--- src/verilog/ttt_defs.vh ---
// Constants shared by the target transfer tracker and its helper modules.
// Assumes inclusion by bare name from every design file that needs them.
`ifndef TTT_DEFS_VH
`define TTT_DEFS_VH

// Message type codes on the SMS transmit and receive ports.
`define TTT_SMS_DATA_READY   3'h1
`define TTT_SMS_DATA_REPLY   3'h2
`define TTT_SMS_DATA_REQUEST 3'h3
`define TTT_SMS_QUIESCE      3'h4
`define TTT_SMS_RESPONSE     3'h5

// Return codes reported with completions and responses.
`define TTT_RC_SUCCESS 8'h00
`define TTT_RC_FAILED  8'h01

// Completion kinds.
`define TTT_CMP_NONE  2'h0
`define TTT_CMP_READ  2'h1
`define TTT_CMP_WRITE 2'h2
`define TTT_CMP_FAST  2'h3

// Default widths and sizes.
`define TTT_TAG_W     16
`define TTT_CHAN_W    16
`define TTT_RPID_W    32
`define TTT_UID_W     32
`define TTT_CNT_W     16
`define TTT_DATA_W    8
`define TTT_TBL_DEPTH 4
`define TTT_TBL_CHN   2
`define TTT_FIFO_D    4
`define TTT_LUT_IDX_W 4

`endif

--- src/verilog/ttt_tracker.v ---
// Target-side transfer tracker: outstanding transfer table, read sender, completions.
// Assumes all inputs synchronous to clk; the protocol layer honours req_ready and sms_rx_ready.
`timescale 1ns/1ns
`include "ttt_defs.vh"
module ttt_tracker #(
  parameter DEPTH  = `TTT_TBL_DEPTH,
  parameter CHN    = `TTT_TBL_CHN,
  parameter TAG_W  = `TTT_TAG_W,
  parameter CH_W   = `TTT_CHAN_W,
  parameter RP_W   = `TTT_RPID_W,
  parameter UID_W  = `TTT_UID_W,
  parameter CNT_W  = `TTT_CNT_W,
  parameter DW     = `TTT_DATA_W,
  parameter FIFO_D = `TTT_FIFO_D,
  parameter LIX_W  = `TTT_LUT_IDX_W
) (
  // Clock and reset
  input  wire             clk,
  input  wire             rstn,
  // Transfer requests from the protocol layer
  input  wire             rd_req,
  input  wire             wr_req,
  input  wire             frd_req,
  input  wire [TAG_W-1:0] req_tag,
  input  wire [RP_W-1:0]  req_rpid,
  input  wire [CH_W-1:0]  req_chan,
  input  wire [CNT_W-1:0] req_count,
  output reg              req_ready_q,
  // Read data from the protocol layer
  input  wire             rd_data_valid,
  input  wire [DW-1:0]    rd_data,
  output wire             rd_data_ready,
  // Read data toward the link
  output reg              tx_valid_q,
  output reg  [DW-1:0]    tx_data_q,
  output reg  [CH_W-1:0]  tx_chan_q,
  output reg              tx_last_q,
  input  wire             tx_ready,
  input  wire             tx_err,
  // Write data from the link and toward the protocol layer
  input  wire             rx_valid,
  input  wire [DW-1:0]    rx_data,
  input  wire [CH_W-1:0]  rx_chan,
  input  wire             rx_last,
  input  wire             rx_err,
  output reg              wr_data_valid_q,
  output reg  [DW-1:0]    wr_data_q,
  // Channel setup and teardown
  input  wire             chan_open,
  input  wire [TAG_W-1:0] chan_open_tag,
  input  wire [CH_W-1:0]  chan_open_chan,
  input  wire             chan_close,
  input  wire [CH_W-1:0]  chan_close_chan,
  // Received messages
  input  wire             sms_rx_valid,
  input  wire [2:0]       sms_rx_type,
  input  wire [TAG_W-1:0] sms_rx_tag,
  input  wire [RP_W-1:0]  sms_rx_rpid,
  input  wire [CH_W-1:0]  sms_rx_chan,
  input  wire [CNT_W-1:0] sms_rx_count,
  output reg              sms_rx_ready_q,
  // Transmitted messages
  output reg              sms_tx_valid_q,
  output reg  [2:0]       sms_tx_type_q,
  output reg  [TAG_W-1:0] sms_tx_tag_q,
  output reg  [RP_W-1:0]  sms_tx_rpid_q,
  output reg  [CNT_W-1:0] sms_tx_count_q,
  output reg  [7:0]       sms_tx_code_q,
  input  wire             sms_tx_ready,
  // Quiesce handshake with the protocol layer
  output reg              quiesce_req_q,
  input  wire             quiesce_done,
  input  wire             quiesce_ok,
  // Completions
  output reg              cmp_valid_q,
  output reg  [1:0]       cmp_kind_q,
  output reg  [TAG_W-1:0] cmp_tag_q,
  output reg  [UID_W-1:0] cmp_uid_q,
  output reg  [7:0]       cmp_code_q,
  output reg              err_nomatch_q,
  // Configutor table load
  input  wire             cfg_wr,
  input  wire [LIX_W-1:0] cfg_idx,
  input  wire [UID_W-1:0] cfg_uid,
  // Client registration and asynchronous events
  input  wire             client_register,
  input  wire             event_valid,
  input  wire [7:0]       event_code,
  output reg              async_event_report_q,
  output reg  [7:0]       event_code_q
);
  localparam NE = DEPTH * CHN;
  localparam IW = (DEPTH > 1) ? $clog2(DEPTH) : 1;
  localparam FW = (NE > 1) ? $clog2(NE) : 1;
  localparam [1:0] S_IDLE = 2'h0;
  localparam [1:0] S_SEND = 2'h1;
  localparam [1:0] S_QUI  = 2'h2;
  localparam [1:0] S_RESP = 2'h3;

  // Outstanding transfer table.
  reg [DEPTH-1:0] ev_q;
  reg [DEPTH-1:0] ewr_q;
  reg [TAG_W-1:0] etag_q [0:DEPTH-1];
  reg [RP_W-1:0]  erp_q  [0:DEPTH-1];
  reg [NE-1:0]    cv_q;
  reg [CH_W-1:0]  cch_q  [0:NE-1];

  reg [1:0]       st_q;
  reg [CNT_W-1:0] rem_q;
  reg             fast_q;
  reg             fail_q;
  reg [TAG_W-1:0] ftag_q;
  reg [RP_W-1:0]  frp_q;
  reg             client_q;
  reg             wend_q;
  reg [CH_W-1:0]  wend_ch_q;
  reg             wend_fail_q;

  wire            f_valid;
  wire [DW-1:0]   f_data;
  wire            f_pop;
  wire [UID_W-1:0] lut_uid;
  wire            tx_fire = tx_valid_q & tx_ready;
  wire            last_sent = tx_fire & tx_last_q;
  wire            rx_take = sms_rx_valid & sms_rx_ready_q;
  wire            rep_take = rx_take & (sms_rx_type == `TTT_SMS_DATA_REPLY);
  wire            qui_take = rx_take & (sms_rx_type == `TTT_SMS_QUIESCE);
  wire            req_take = req_ready_q & (rd_req | wr_req | frd_req);
  // A normal read end has the lookup; a pending write end waits one more cycle.
  wire            end_rd = last_sent & ~fast_q;
  wire            end_go = end_rd | (wend_q & ~last_sent);
  wire [CH_W-1:0] end_ch = end_rd ? tx_chan_q : wend_ch_q;
  wire            end_wr = ~end_rd;
  wire            end_fail = end_rd ? (fail_q | tx_err) : wend_fail_q;

  wire [DEPTH-1:0] rep_hit;
  wire [DEPTH-1:0] open_hit;
  wire [DEPTH-1:0] multi;
  wire [NE-1:0]    end_hit;
  wire [NE-1:0]    close_hit;

  genvar e, c;
  generate
    for (e = 0; e < DEPTH; e = e + 1)
    begin : g_ent
      assign rep_hit[e]  = ev_q[e] & ~ewr_q[e] & (etag_q[e] == sms_rx_tag) & (erp_q[e] == sms_rx_rpid);
      assign open_hit[e] = ev_q[e] & ewr_q[e] & (etag_q[e] == chan_open_tag);
      assign multi[e]    = |(cv_q[e*CHN +: CHN] & (cv_q[e*CHN +: CHN] - {{(CHN-1){1'b0}}, 1'b1}));
      for (c = 0; c < CHN; c = c + 1)
      begin : g_ch
        assign end_hit[e*CHN+c]   = cv_q[e*CHN+c] & (cch_q[e*CHN+c] == end_ch) & (ewr_q[e] == end_wr);
        assign close_hit[e*CHN+c] = cv_q[e*CHN+c] & (cch_q[e*CHN+c] == chan_close_chan);
      end
    end
  endgenerate

  // Priority encoders over the table.
  reg          has_free;
  reg [IW-1:0] free_e;
  reg          rep_ok;
  reg [IW-1:0] rep_e;
  reg          open_ok;
  reg [IW-1:0] open_e;
  reg          end_ok;
  reg [IW-1:0] end_e;
  reg [FW-1:0] end_i;
  reg [IW-1:0] add_e;
  reg          add_ok;
  reg          add_dup;
  reg [FW-1:0] add_i;
  reg [CH_W-1:0] add_ch;
  integer i;
  integer j;
  integer k;
  integer r;

  always @*
  begin
    has_free = 1'b0;
    k        = 0;
    free_e   = {IW{1'b0}};
    rep_ok   = 1'b0;
    rep_e    = {IW{1'b0}};
    open_ok  = 1'b0;
    open_e   = {IW{1'b0}};
    end_ok   = 1'b0;
    end_e    = {IW{1'b0}};
    end_i    = {FW{1'b0}};
    for (i = DEPTH - 1; i >= 0; i = i - 1)
    begin
      if (!ev_q[i])
      begin
        has_free = 1'b1;
        free_e   = i[IW-1:0];
      end
      if (rep_hit[i])
      begin
        rep_ok = 1'b1;
        rep_e  = i[IW-1:0];
      end
      if (open_hit[i])
      begin
        open_ok = 1'b1;
        open_e  = i[IW-1:0];
      end
      for (j = CHN - 1; j >= 0; j = j - 1)
      begin
        if (end_hit[i*CHN+j])
        begin
          end_ok = 1'b1;
          end_e  = i[IW-1:0];
          k      = i * CHN + j;
          end_i  = k[FW-1:0];
        end
      end
    end
    // A reply adds its channel to the read entry; otherwise a write channel setup does.
    add_e   = rep_take ? rep_e : open_e;
    add_ch  = rep_take ? sms_rx_chan : chan_open_chan;
    add_ok  = 1'b0;
    add_dup = 1'b0;
    add_i   = {FW{1'b0}};
    for (j = CHN - 1; j >= 0; j = j - 1)
    begin
      if (!cv_q[add_e*CHN+j])
      begin
        add_ok = 1'b1;
        k      = add_e * CHN + j;
        add_i  = k[FW-1:0];
      end
      else if (cch_q[add_e*CHN+j] == add_ch)
        add_dup = 1'b1;
    end
  end

  ttt_fifo #(
    .W (DW),
    .D (FIFO_D)
  ) u_fifo (
    .clk       (clk),
    .rstn      (rstn),
    .in_valid  (rd_data_valid),
    .in_data   (rd_data),
    .in_ready  (rd_data_ready),
    .out_valid (f_valid),
    .out_data  (f_data),
    .out_ready (f_pop)
  );

  ttt_cfg_lut #(
    .IDX_W (LIX_W),
    .UID_W (UID_W)
  ) u_lut (
    .clk    (clk),
    .rstn   (rstn),
    .wr_en  (cfg_wr),
    .wr_idx (cfg_idx),
    .wr_uid (cfg_uid),
    .rd_idx (end_go ? erp_q[end_e][LIX_W-1:0] : frp_q[LIX_W-1:0]),
    .rd_uid (lut_uid)
  );

  // In S_SEND with bytes left, the output stage is refilled whenever it is empty or being taken, so the link sees one byte a cycle.
  assign f_pop = (st_q == S_SEND) & f_valid & (rem_q != {CNT_W{1'b0}}) & (~tx_valid_q | tx_ready);

  always @(posedge clk or negedge rstn)
  begin
    if (!rstn)
    begin
      ev_q <= {DEPTH{1'b0}};
      ewr_q <= {DEPTH{1'b0}};
      cv_q <= {NE{1'b0}};
      for (r = 0; r < DEPTH; r = r + 1)
      begin
        etag_q[r] <= {TAG_W{1'b0}};
        erp_q[r]  <= {RP_W{1'b0}};
      end
      for (r = 0; r < NE; r = r + 1)
        cch_q[r] <= {CH_W{1'b0}};
      st_q <= S_IDLE;
      rem_q <= {CNT_W{1'b0}};
      fast_q <= 1'b0;
      fail_q <= 1'b0;
      ftag_q <= {TAG_W{1'b0}};
      frp_q <= {RP_W{1'b0}};
      client_q <= 1'b0;
      wend_q <= 1'b0;
      wend_ch_q <= {CH_W{1'b0}};
      wend_fail_q <= 1'b0;
      req_ready_q <= 1'b0;
      tx_valid_q <= 1'b0;
      tx_data_q <= {DW{1'b0}};
      tx_chan_q <= {CH_W{1'b0}};
      tx_last_q <= 1'b0;
      wr_data_valid_q <= 1'b0;
      wr_data_q <= {DW{1'b0}};
      sms_rx_ready_q <= 1'b0;
      sms_tx_valid_q <= 1'b0;
      sms_tx_type_q <= 3'h0;
      sms_tx_tag_q <= {TAG_W{1'b0}};
      sms_tx_rpid_q <= {RP_W{1'b0}};
      sms_tx_count_q <= {CNT_W{1'b0}};
      sms_tx_code_q <= 8'h00;
      quiesce_req_q <= 1'b0;
      cmp_valid_q <= 1'b0;
      cmp_kind_q <= `TTT_CMP_NONE;
      cmp_tag_q <= {TAG_W{1'b0}};
      cmp_uid_q <= {UID_W{1'b0}};
      cmp_code_q <= 8'h00;
      err_nomatch_q <= 1'b0;
      async_event_report_q <= 1'b0;
      event_code_q <= 8'h00;
    end
    else
    begin
      cmp_valid_q <= 1'b0;
      err_nomatch_q <= 1'b0;
      if (sms_tx_valid_q & sms_tx_ready)
        sms_tx_valid_q <= 1'b0;
      // Write data path and end of write capture.
      wr_data_valid_q <= rx_valid;
      wr_data_q <= rx_data;
      if (rx_valid & rx_last)
      begin
        wend_q <= 1'b1;
        wend_ch_q <= rx_chan;
        wend_fail_q <= rx_err;
      end
      else if (end_go & ~end_rd)
        wend_q <= 1'b0;
      // New transfer request.
      if (req_take & (rd_req | wr_req))
      begin
        ev_q[free_e] <= 1'b1;
        ewr_q[free_e] <= wr_req;
        etag_q[free_e] <= req_tag;
        erp_q[free_e] <= req_rpid;
        sms_tx_valid_q <= 1'b1;
        sms_tx_type_q <= wr_req ? `TTT_SMS_DATA_REQUEST : `TTT_SMS_DATA_READY;
        sms_tx_tag_q <= req_tag;
        sms_tx_rpid_q <= req_rpid;
        sms_tx_count_q <= req_count;
        sms_tx_code_q <= `TTT_RC_SUCCESS;
      end
      // Teardown goes first so a same-cycle add is not undone.
      if (chan_close)
        cv_q <= cv_q & ~close_hit;
      if ((rep_take & rep_ok) | (~rep_take & chan_open & open_ok))
      begin
        if (add_ok & ~add_dup)
        begin
          cv_q[add_i] <= 1'b1;
          cch_q[add_i] <= add_ch;
        end
      end
      if ((rep_take & ~rep_ok) | (~rep_take & chan_open & ~open_ok))
        err_nomatch_q <= 1'b1;
      // Ended handling for normal reads and writes.
      if (end_go)
      begin
        if (!end_ok)
          err_nomatch_q <= 1'b1;
        else if (multi[end_e])
          cv_q[end_i] <= 1'b0;
        else
        begin
          cv_q[end_i] <= 1'b0;
          ev_q[end_e] <= 1'b0;
          cmp_valid_q <= 1'b1;
          cmp_kind_q <= end_wr ? `TTT_CMP_WRITE : `TTT_CMP_READ;
          cmp_tag_q <= etag_q[end_e];
          cmp_uid_q <= lut_uid;
          cmp_code_q <= end_fail ? `TTT_RC_FAILED : `TTT_RC_SUCCESS;
        end
      end
      // Read sender and quiesce sequencer.
      if (tx_fire)
        tx_valid_q <= 1'b0;
      if (f_pop)
      begin
        tx_valid_q <= 1'b1;
        tx_data_q <= f_data;
        tx_last_q <= (rem_q == {{(CNT_W-1){1'b0}}, 1'b1});
        rem_q <= rem_q - {{(CNT_W-1){1'b0}}, 1'b1};
      end
      case (st_q)
        S_IDLE:
        begin
          if (rep_take & rep_ok & (sms_rx_count != {CNT_W{1'b0}}))
          begin
            st_q <= S_SEND;
            fast_q <= 1'b0;
            fail_q <= 1'b0;
            rem_q <= sms_rx_count;
            tx_chan_q <= sms_rx_chan;
          end
          else if (req_take & frd_req)
          begin
            st_q <= S_SEND;
            fast_q <= 1'b1;
            fail_q <= 1'b0;
            rem_q <= req_count;
            tx_chan_q <= req_chan;
            ftag_q <= req_tag;
            frp_q <= req_rpid;
          end
          else if (qui_take)
          begin
            st_q <= S_QUI;
            quiesce_req_q <= 1'b1;
          end
        end
        S_SEND:
        begin
          if (tx_valid_q & tx_err)
            fail_q <= 1'b1;
          if (last_sent)
          begin
            st_q <= S_IDLE;
            if (fast_q)
            begin
              cmp_valid_q <= 1'b1;
              cmp_kind_q <= `TTT_CMP_FAST;
              cmp_tag_q <= ftag_q;
              cmp_uid_q <= lut_uid;
              cmp_code_q <= (fail_q | tx_err) ? `TTT_RC_FAILED : `TTT_RC_SUCCESS;
            end
          end
        end
        S_QUI:
        begin
          if (quiesce_done)
          begin
            quiesce_req_q <= 1'b0;
            st_q <= S_RESP;
            sms_tx_code_q <= quiesce_ok ? `TTT_RC_SUCCESS : `TTT_RC_FAILED;
          end
        end
        default:
        begin
          if (~sms_tx_valid_q | sms_tx_ready)
          begin
            sms_tx_valid_q <= 1'b1;
            sms_tx_type_q <= `TTT_SMS_RESPONSE;
            st_q <= S_IDLE;
          end
        end
      endcase
      // Ready flags are recomputed for the next cycle; a taken item drops them for at least one cycle.
      sms_rx_ready_q <= (st_q == S_IDLE) & ~rx_take & ~req_take;
      req_ready_q <= (st_q == S_IDLE) & ~rx_take & ~req_take & has_free & ~sms_tx_valid_q;
      // Events reach the client only once it has registered.
      if (client_register)
        client_q <= 1'b1;
      async_event_report_q <= event_valid & client_q;
      if (event_valid)
        event_code_q <= event_code;
    end
  end
endmodule // ttt_tracker

--- src/verilog/ttt_fifo.v ---
// Small synchronous FIFO with valid/ready on both sides.
// Assumes one clock; in_ready is registered so it can feed a top-level port.
`timescale 1ns/1ns
module ttt_fifo #(
  parameter W = 8,
  parameter D = 4
) (
  // Clock and reset
  input  wire         clk,
  input  wire         rstn,
  // Fill side
  input  wire         in_valid,
  input  wire [W-1:0] in_data,
  output reg          in_ready,
  // Drain side
  output wire         out_valid,
  output wire [W-1:0] out_data,
  input  wire         out_ready
);
  localparam AW = (D > 1) ? $clog2(D) : 1;

  reg [W-1:0] mem [0:D-1];
  reg [AW-1:0] wp_q;
  reg [AW-1:0] rp_q;
  reg [AW:0]   cnt_q;
  wire         push = in_valid & in_ready;
  wire         pop  = out_valid & out_ready;
  wire [AW:0]  cnt_d = cnt_q + {{AW{1'b0}}, push} - {{AW{1'b0}}, pop};

  assign out_valid = (cnt_q != {(AW+1){1'b0}});
  assign out_data  = mem[rp_q];

  always @(posedge clk)
  begin
    if (push)
      mem[wp_q] <= in_data;
  end

  always @(posedge clk or negedge rstn)
  begin
    if (!rstn)
    begin
      wp_q     <= {AW{1'b0}};
      rp_q     <= {AW{1'b0}};
      cnt_q    <= {(AW+1){1'b0}};
      in_ready <= 1'b0;
    end
    else
    begin
      if (push)
        wp_q <= (wp_q == D[AW-1:0] - 1'b1) ? {AW{1'b0}} : wp_q + 1'b1;
      if (pop)
        rp_q <= (rp_q == D[AW-1:0] - 1'b1) ? {AW{1'b0}} : rp_q + 1'b1;
      cnt_q    <= cnt_d;
      // Registered full flag keeps the upstream ready free of combinational paths.
      in_ready <= (cnt_d != D[AW:0]);
    end
  end
endmodule // ttt_fifo

--- src/verilog/ttt_cfg_lut.v ---
// Return path identifier to initiator unique identifier lookup table.
// Assumes the table is loaded by the configuration logic through the write port.
`timescale 1ns/1ns
module ttt_cfg_lut #(
  parameter IDX_W = 4,
  parameter UID_W = 32
) (
  // Clock and reset
  input  wire             clk,
  input  wire             rstn,
  // Load port
  input  wire             wr_en,
  input  wire [IDX_W-1:0] wr_idx,
  input  wire [UID_W-1:0] wr_uid,
  // Lookup port, combinational
  input  wire [IDX_W-1:0] rd_idx,
  output wire [UID_W-1:0] rd_uid
);
  localparam N = 1 << IDX_W;

  reg [UID_W-1:0] tbl_q [0:N-1];
  integer i;

  assign rd_uid = tbl_q[rd_idx];

  always @(posedge clk or negedge rstn)
  begin
    if (!rstn)
    begin
      for (i = 0; i < N; i = i + 1)
        tbl_q[i] <= {UID_W{1'b0}};
    end
    else if (wr_en)
      tbl_q[wr_idx] <= wr_uid;
  end
endmodule // ttt_cfg_lut

--- config.mk ---
export PLATFORM = sky130hd
export DESIGN_NAME = ttt_tracker
export DESIGN_NICKNAME = d
export VERILOG_FILES = /design/src/verilog/ttt_tracker.v /design/src/verilog/ttt_fifo.v /design/src/verilog/ttt_cfg_lut.v
export VERILOG_INCLUDE_DIRS = /design/src /design/src/verilog
export SDC_FILE = /design/constraint.sdc
export NUM_CORES = 2
export LEC_CHECK = 0
export ABC_AREA = 0
export BUFFER_PORTS_ARGS = -buffer_cell sky130_fd_sc_hd__buf_2
export CORE_MARGIN = 2
export CORE_UTILIZATION = 50
export DETAILED_ROUTE_END_ITERATION = 12
export HOLD_SLACK_MARGIN = 0.08
export PLACE_DENSITY_LB_ADDON = 0.25
export SLEW_MARGIN = 20
export SYNTH_ARGS = -nofsm -noshare
export SYNTH_HDL_FRONTEND = slang
export SYNTH_SLANG_ARGS = --single-unit
--- constraint.sdc ---
create_clock -name clk -period 7.03 [get_ports clk]
set_clock_uncertainty 0.2 [all_clocks]
set_input_delay 0.703 -clock clk [delete_from_list [all_inputs] [get_ports clk]]
set_output_delay 0.703 -clock clk [all_outputs]
set_load 0.005 [all_outputs]
==> flow_metrics.tcl <==
set metrics [dict create \
    status "completed" \
    core_area_mm2 0.116 \
    seq_area_frac_synth 0.484 \
    io_pins 491 \
    cellInternalPower_w 0.0147 \
    rsz0062_at_grt "no" \
    ys_ff_latch 1130 \
    cp-end-kind "flop" \
    fmax_mhz 161 \
    r2r_start "etag_q[26]" \
    area_delta_synth_final_pct 17.2 \
    r2r_cells 16 \
    crit_type "input port to flop" \
    drv_slew 0 \
    cts.clk_slew.worst_paths_ps 60 \
    critPathRequiredTime_ps 7390 \
    synth_cell_types 98 \
    drtIter0Drc 5129 \
    clk_path_buf_depth 3 \
    ir_drop_v 0.000248 \
    syn_area_mm2 0.0588 \
    p_sw_w 0.00745 \
    hpwlAfterDp_um 161000 \
    powerDensity_mw_per_mm2 322 \
    grt_max_degree 168 \
    power_w 0.0221 \
    antenna_found_initial 37 \
    cts_resized 0 \
    hold_viol 0 \
    setup.worst_path.end "cmp_uid_q[28]" \
    seq_power_share 0.428 \
    route.detailed.drc 0 \
    switching_share 0.336 \
    ys_warn_count 0 \
    r2r-end "cch_q[66]" \
    worstSetupStartpoint "tx_ready" \
    die_h_um 347 \
    viasPerCell 6.27 \
    grt_pass1_vias 46900 \
    worstSkewPairLatency_ps 730 \
    place.gp.congestion 1.09 \
    nNetsFinal 6305 \
    rows 125 \
    start_kind "input port" \
    critPathMaxFanout 27 \
    avgSynthCellArea_um2 10.8 \
    setup_tns_ps 0 \
    hold_path.class "input port to flop" \
    wl_per_cell_um 30.3 \
    synthFlopType "dfrtp_1" \
    power_frac_clock 0.307 \
    synth_edf_count 32 \
    io_buffer_count 490 \
    setup_viol 0 \
    synth_cells 5464 \
    drive_gt1_frac 0.287 \
    min_period_over_period 0.884 \
    worst_pin_slew_ps 1170 \
    dr_total_vias 47900 \
    ant_nets 0 \
    synthArstFlopShare 0.972 \
    critical_path_arrival_ps 6580 \
    die-area_mm2 0.120 \
    grt_util_all_layers 0.379 \
    rrSetupSlack_ps 850 \
    cts_buffers 120 \
    syn_nets 5782 \
    cts_root_buffer "clkbuf_16" \
    grt_overflow_total 0 \
    period_minus_slack_ps 6220 \
    cap_violations 0 \
    p_comb_frac 0.265 \
    cellLeakagePower_nw 31.1 \
    relSlewSlack 0.214 \
    cts_max_level 3 \
    routed_wl_um 231000 \
    cts_sinks 1130 \
    grt_first_pass_wirelength_um 333000 \
    drtPass1Iterations 9 \
    die_w_um 347 \
    start_util 0.505 \
    cts_tree "done" \
]
-- state kept, by name, summed over array words and instances (netlist names), 32 cells and up --
signal	count
u_fifo.mem	32
cch_q	128
etag_q	64
erp_q	128
u_lut.tbl_q	512
sms_tx_rpid_q	32
cmp_uid_q	32
-- final cells by class --
type / instances / area [µm²]
Tap cell: 1524 / 1910
Clock buffer: 172 / 3510
Sequential cell: 1130 / 28400
Multi-Input combinational cell: 3833 / 28600
Clock inverter: 49 / 743
Antenna cell: 23 / 57.6
Inverter: 128 / 480
Timing Repair Buffer: 774 / 5160
Fill cell: 9765 / 47500
-- routing by layer --
metal | share of wire | track usage | vias up
li1 | - | - | 20400
met1 | 0.40 | 0.504 | 24300
met2 | 0.44 | 0.579 | 2423
met3 | 0.091 | 0.0867 | 720
met4 | 0.062 | 0.199 | 30
met5 | 0.00077 | 0 | -
-- critical path, cell delays in order --
cell and delay (ps):
dlygate4sd3_1 530, buf_2 150, and4b_2 700, mux2i_1 920, xnor2_1 270, nand4_1 200
a211oi_1 990, o41ai_1 270, a22oi_1 210, o21ai_1 90, buf_4 180, nor2b_2 120
buf_4 450, o21ai_0 220, a41oi_1 440, a211oi_1 90
-- through the flow --
step	setup WS (ps)	utilization	instance area (µm²)	hold slack [ps]	cells
6_report	814	0.592	68900	119	7633
3_3_place_gp	627	0.544	63300	252	7268
3_5_place_dp	569	0.544	63300	257	7268
5_1_grt	606	0.592	68800	121	7626
2_1_floorplan	1640	-	58800	207	5464
4_1_cts	950	0.591	68800	85.8	7610
-- synthesized netlist by cell type, types with 24 or more instances --
cell,n,area (µm²)
nand2_1,507,1900
xor2_1,345,3020
mux2i_1,171,1710
nor2_1,499,1870
nand4_1,56,350
edfxtp_1,32,961
nand2b_1,29,181
a41oi_1,27,236
mux2_2,810,9120
a211oi_1,34,255
clkbuf_1,299,1120
o221ai_1,43,377
a21oi_1,96,480
and3_1,38,238
nor3_1,77,385
o21ai_0,194,971
a222oi_1,27,270
nor2b_1,24,150
buf_1,34,128
nor4_1,110,688
o22ai_1,61,382
a32oi_1,35,307
a22oi_1,33,248
nand3_1,69,345
inv_1,126,473
dfrtp_1,1098,27500
o21a_1,24,180
xnor2_1,208,1820
-- power groups by stage --
stage                     Sequential [W]  Combinational (W)  Clock (W)
after floorplan                  0.00890            0.00373          0
after global placement           0.00944            0.00564          0
after detailed placement         0.00950            0.00570          0
after CTS                        0.00940            0.00580    0.00688
after global routing             0.00960            0.00633    0.00716
final                            0.00947            0.00587    0.00681
-- kinds of logic after synthesis --
group,count (synthesis),synth area share
xor+xnor,553,0.0824
buf+inv,501,0.0342
fa+ha+maj,11,0.00247
compound gates,714,0.0831
mux,1004,0.190
flops,1130,0.484
simple gates,1551,0.124
-- timing repair --
item | CTS | global route
setup buffers | 0 | 0
hold buffers | 121 | 0
endpoints found under the hold margin | 261 | 0
-- worst min path at each step --
stage / slack, ps / start / end / cells after the start
floorplan: 210 / rstn / async_event_report_q / 0
finish: 120 / req_chan[9] / tx_chan_q[9] / 3
global route: 120 / req_rpid[1] / sms_tx_rpid_q[1] / 3
CTS: 90 / req_rpid[23] / sms_tx_rpid_q[23] / 3
detailed placement: 260 / sms_tx_rpid_q[12] / sms_tx_rpid_q[12] / 2
global placement: 250 / sms_tx_rpid_q[18] / sms_tx_rpid_q[18] / 2
-- placed cells by master, fill, tap and decap left out, drive strengths merged, types with 25 or more instances in the layout --
cell type / Yosys / final
a211oi: 34 / 34
a21oi: 97 / 97
a222oi: 27 / 27
a22oi: 33 / 33
a32oi: 35 / 35
a41oi: 27 / 27
and3: 38 / 38
buf: 73 / 653
clkbuf: 300 / 172
clkinv: 1 / 25
dfrtp: 1098 / 1098
dlygate4sd3: 0 / 121
edfxtp: 32 / 32
inv: 127 / 132
mux2: 824 / 824
mux2i: 171 / 171
nand2: 507 / 507
nand2b: 29 / 29
nand3: 71 / 71
nand4: 61 / 61
nor2: 499 / 499
nor3: 77 / 77
nor4: 111 / 111
o21ai: 201 / 201
o221ai: 43 / 43
o22ai: 61 / 61
xnor2: 208 / 208
xor2: 345 / 345
Power figures use the tool's default switching activity.
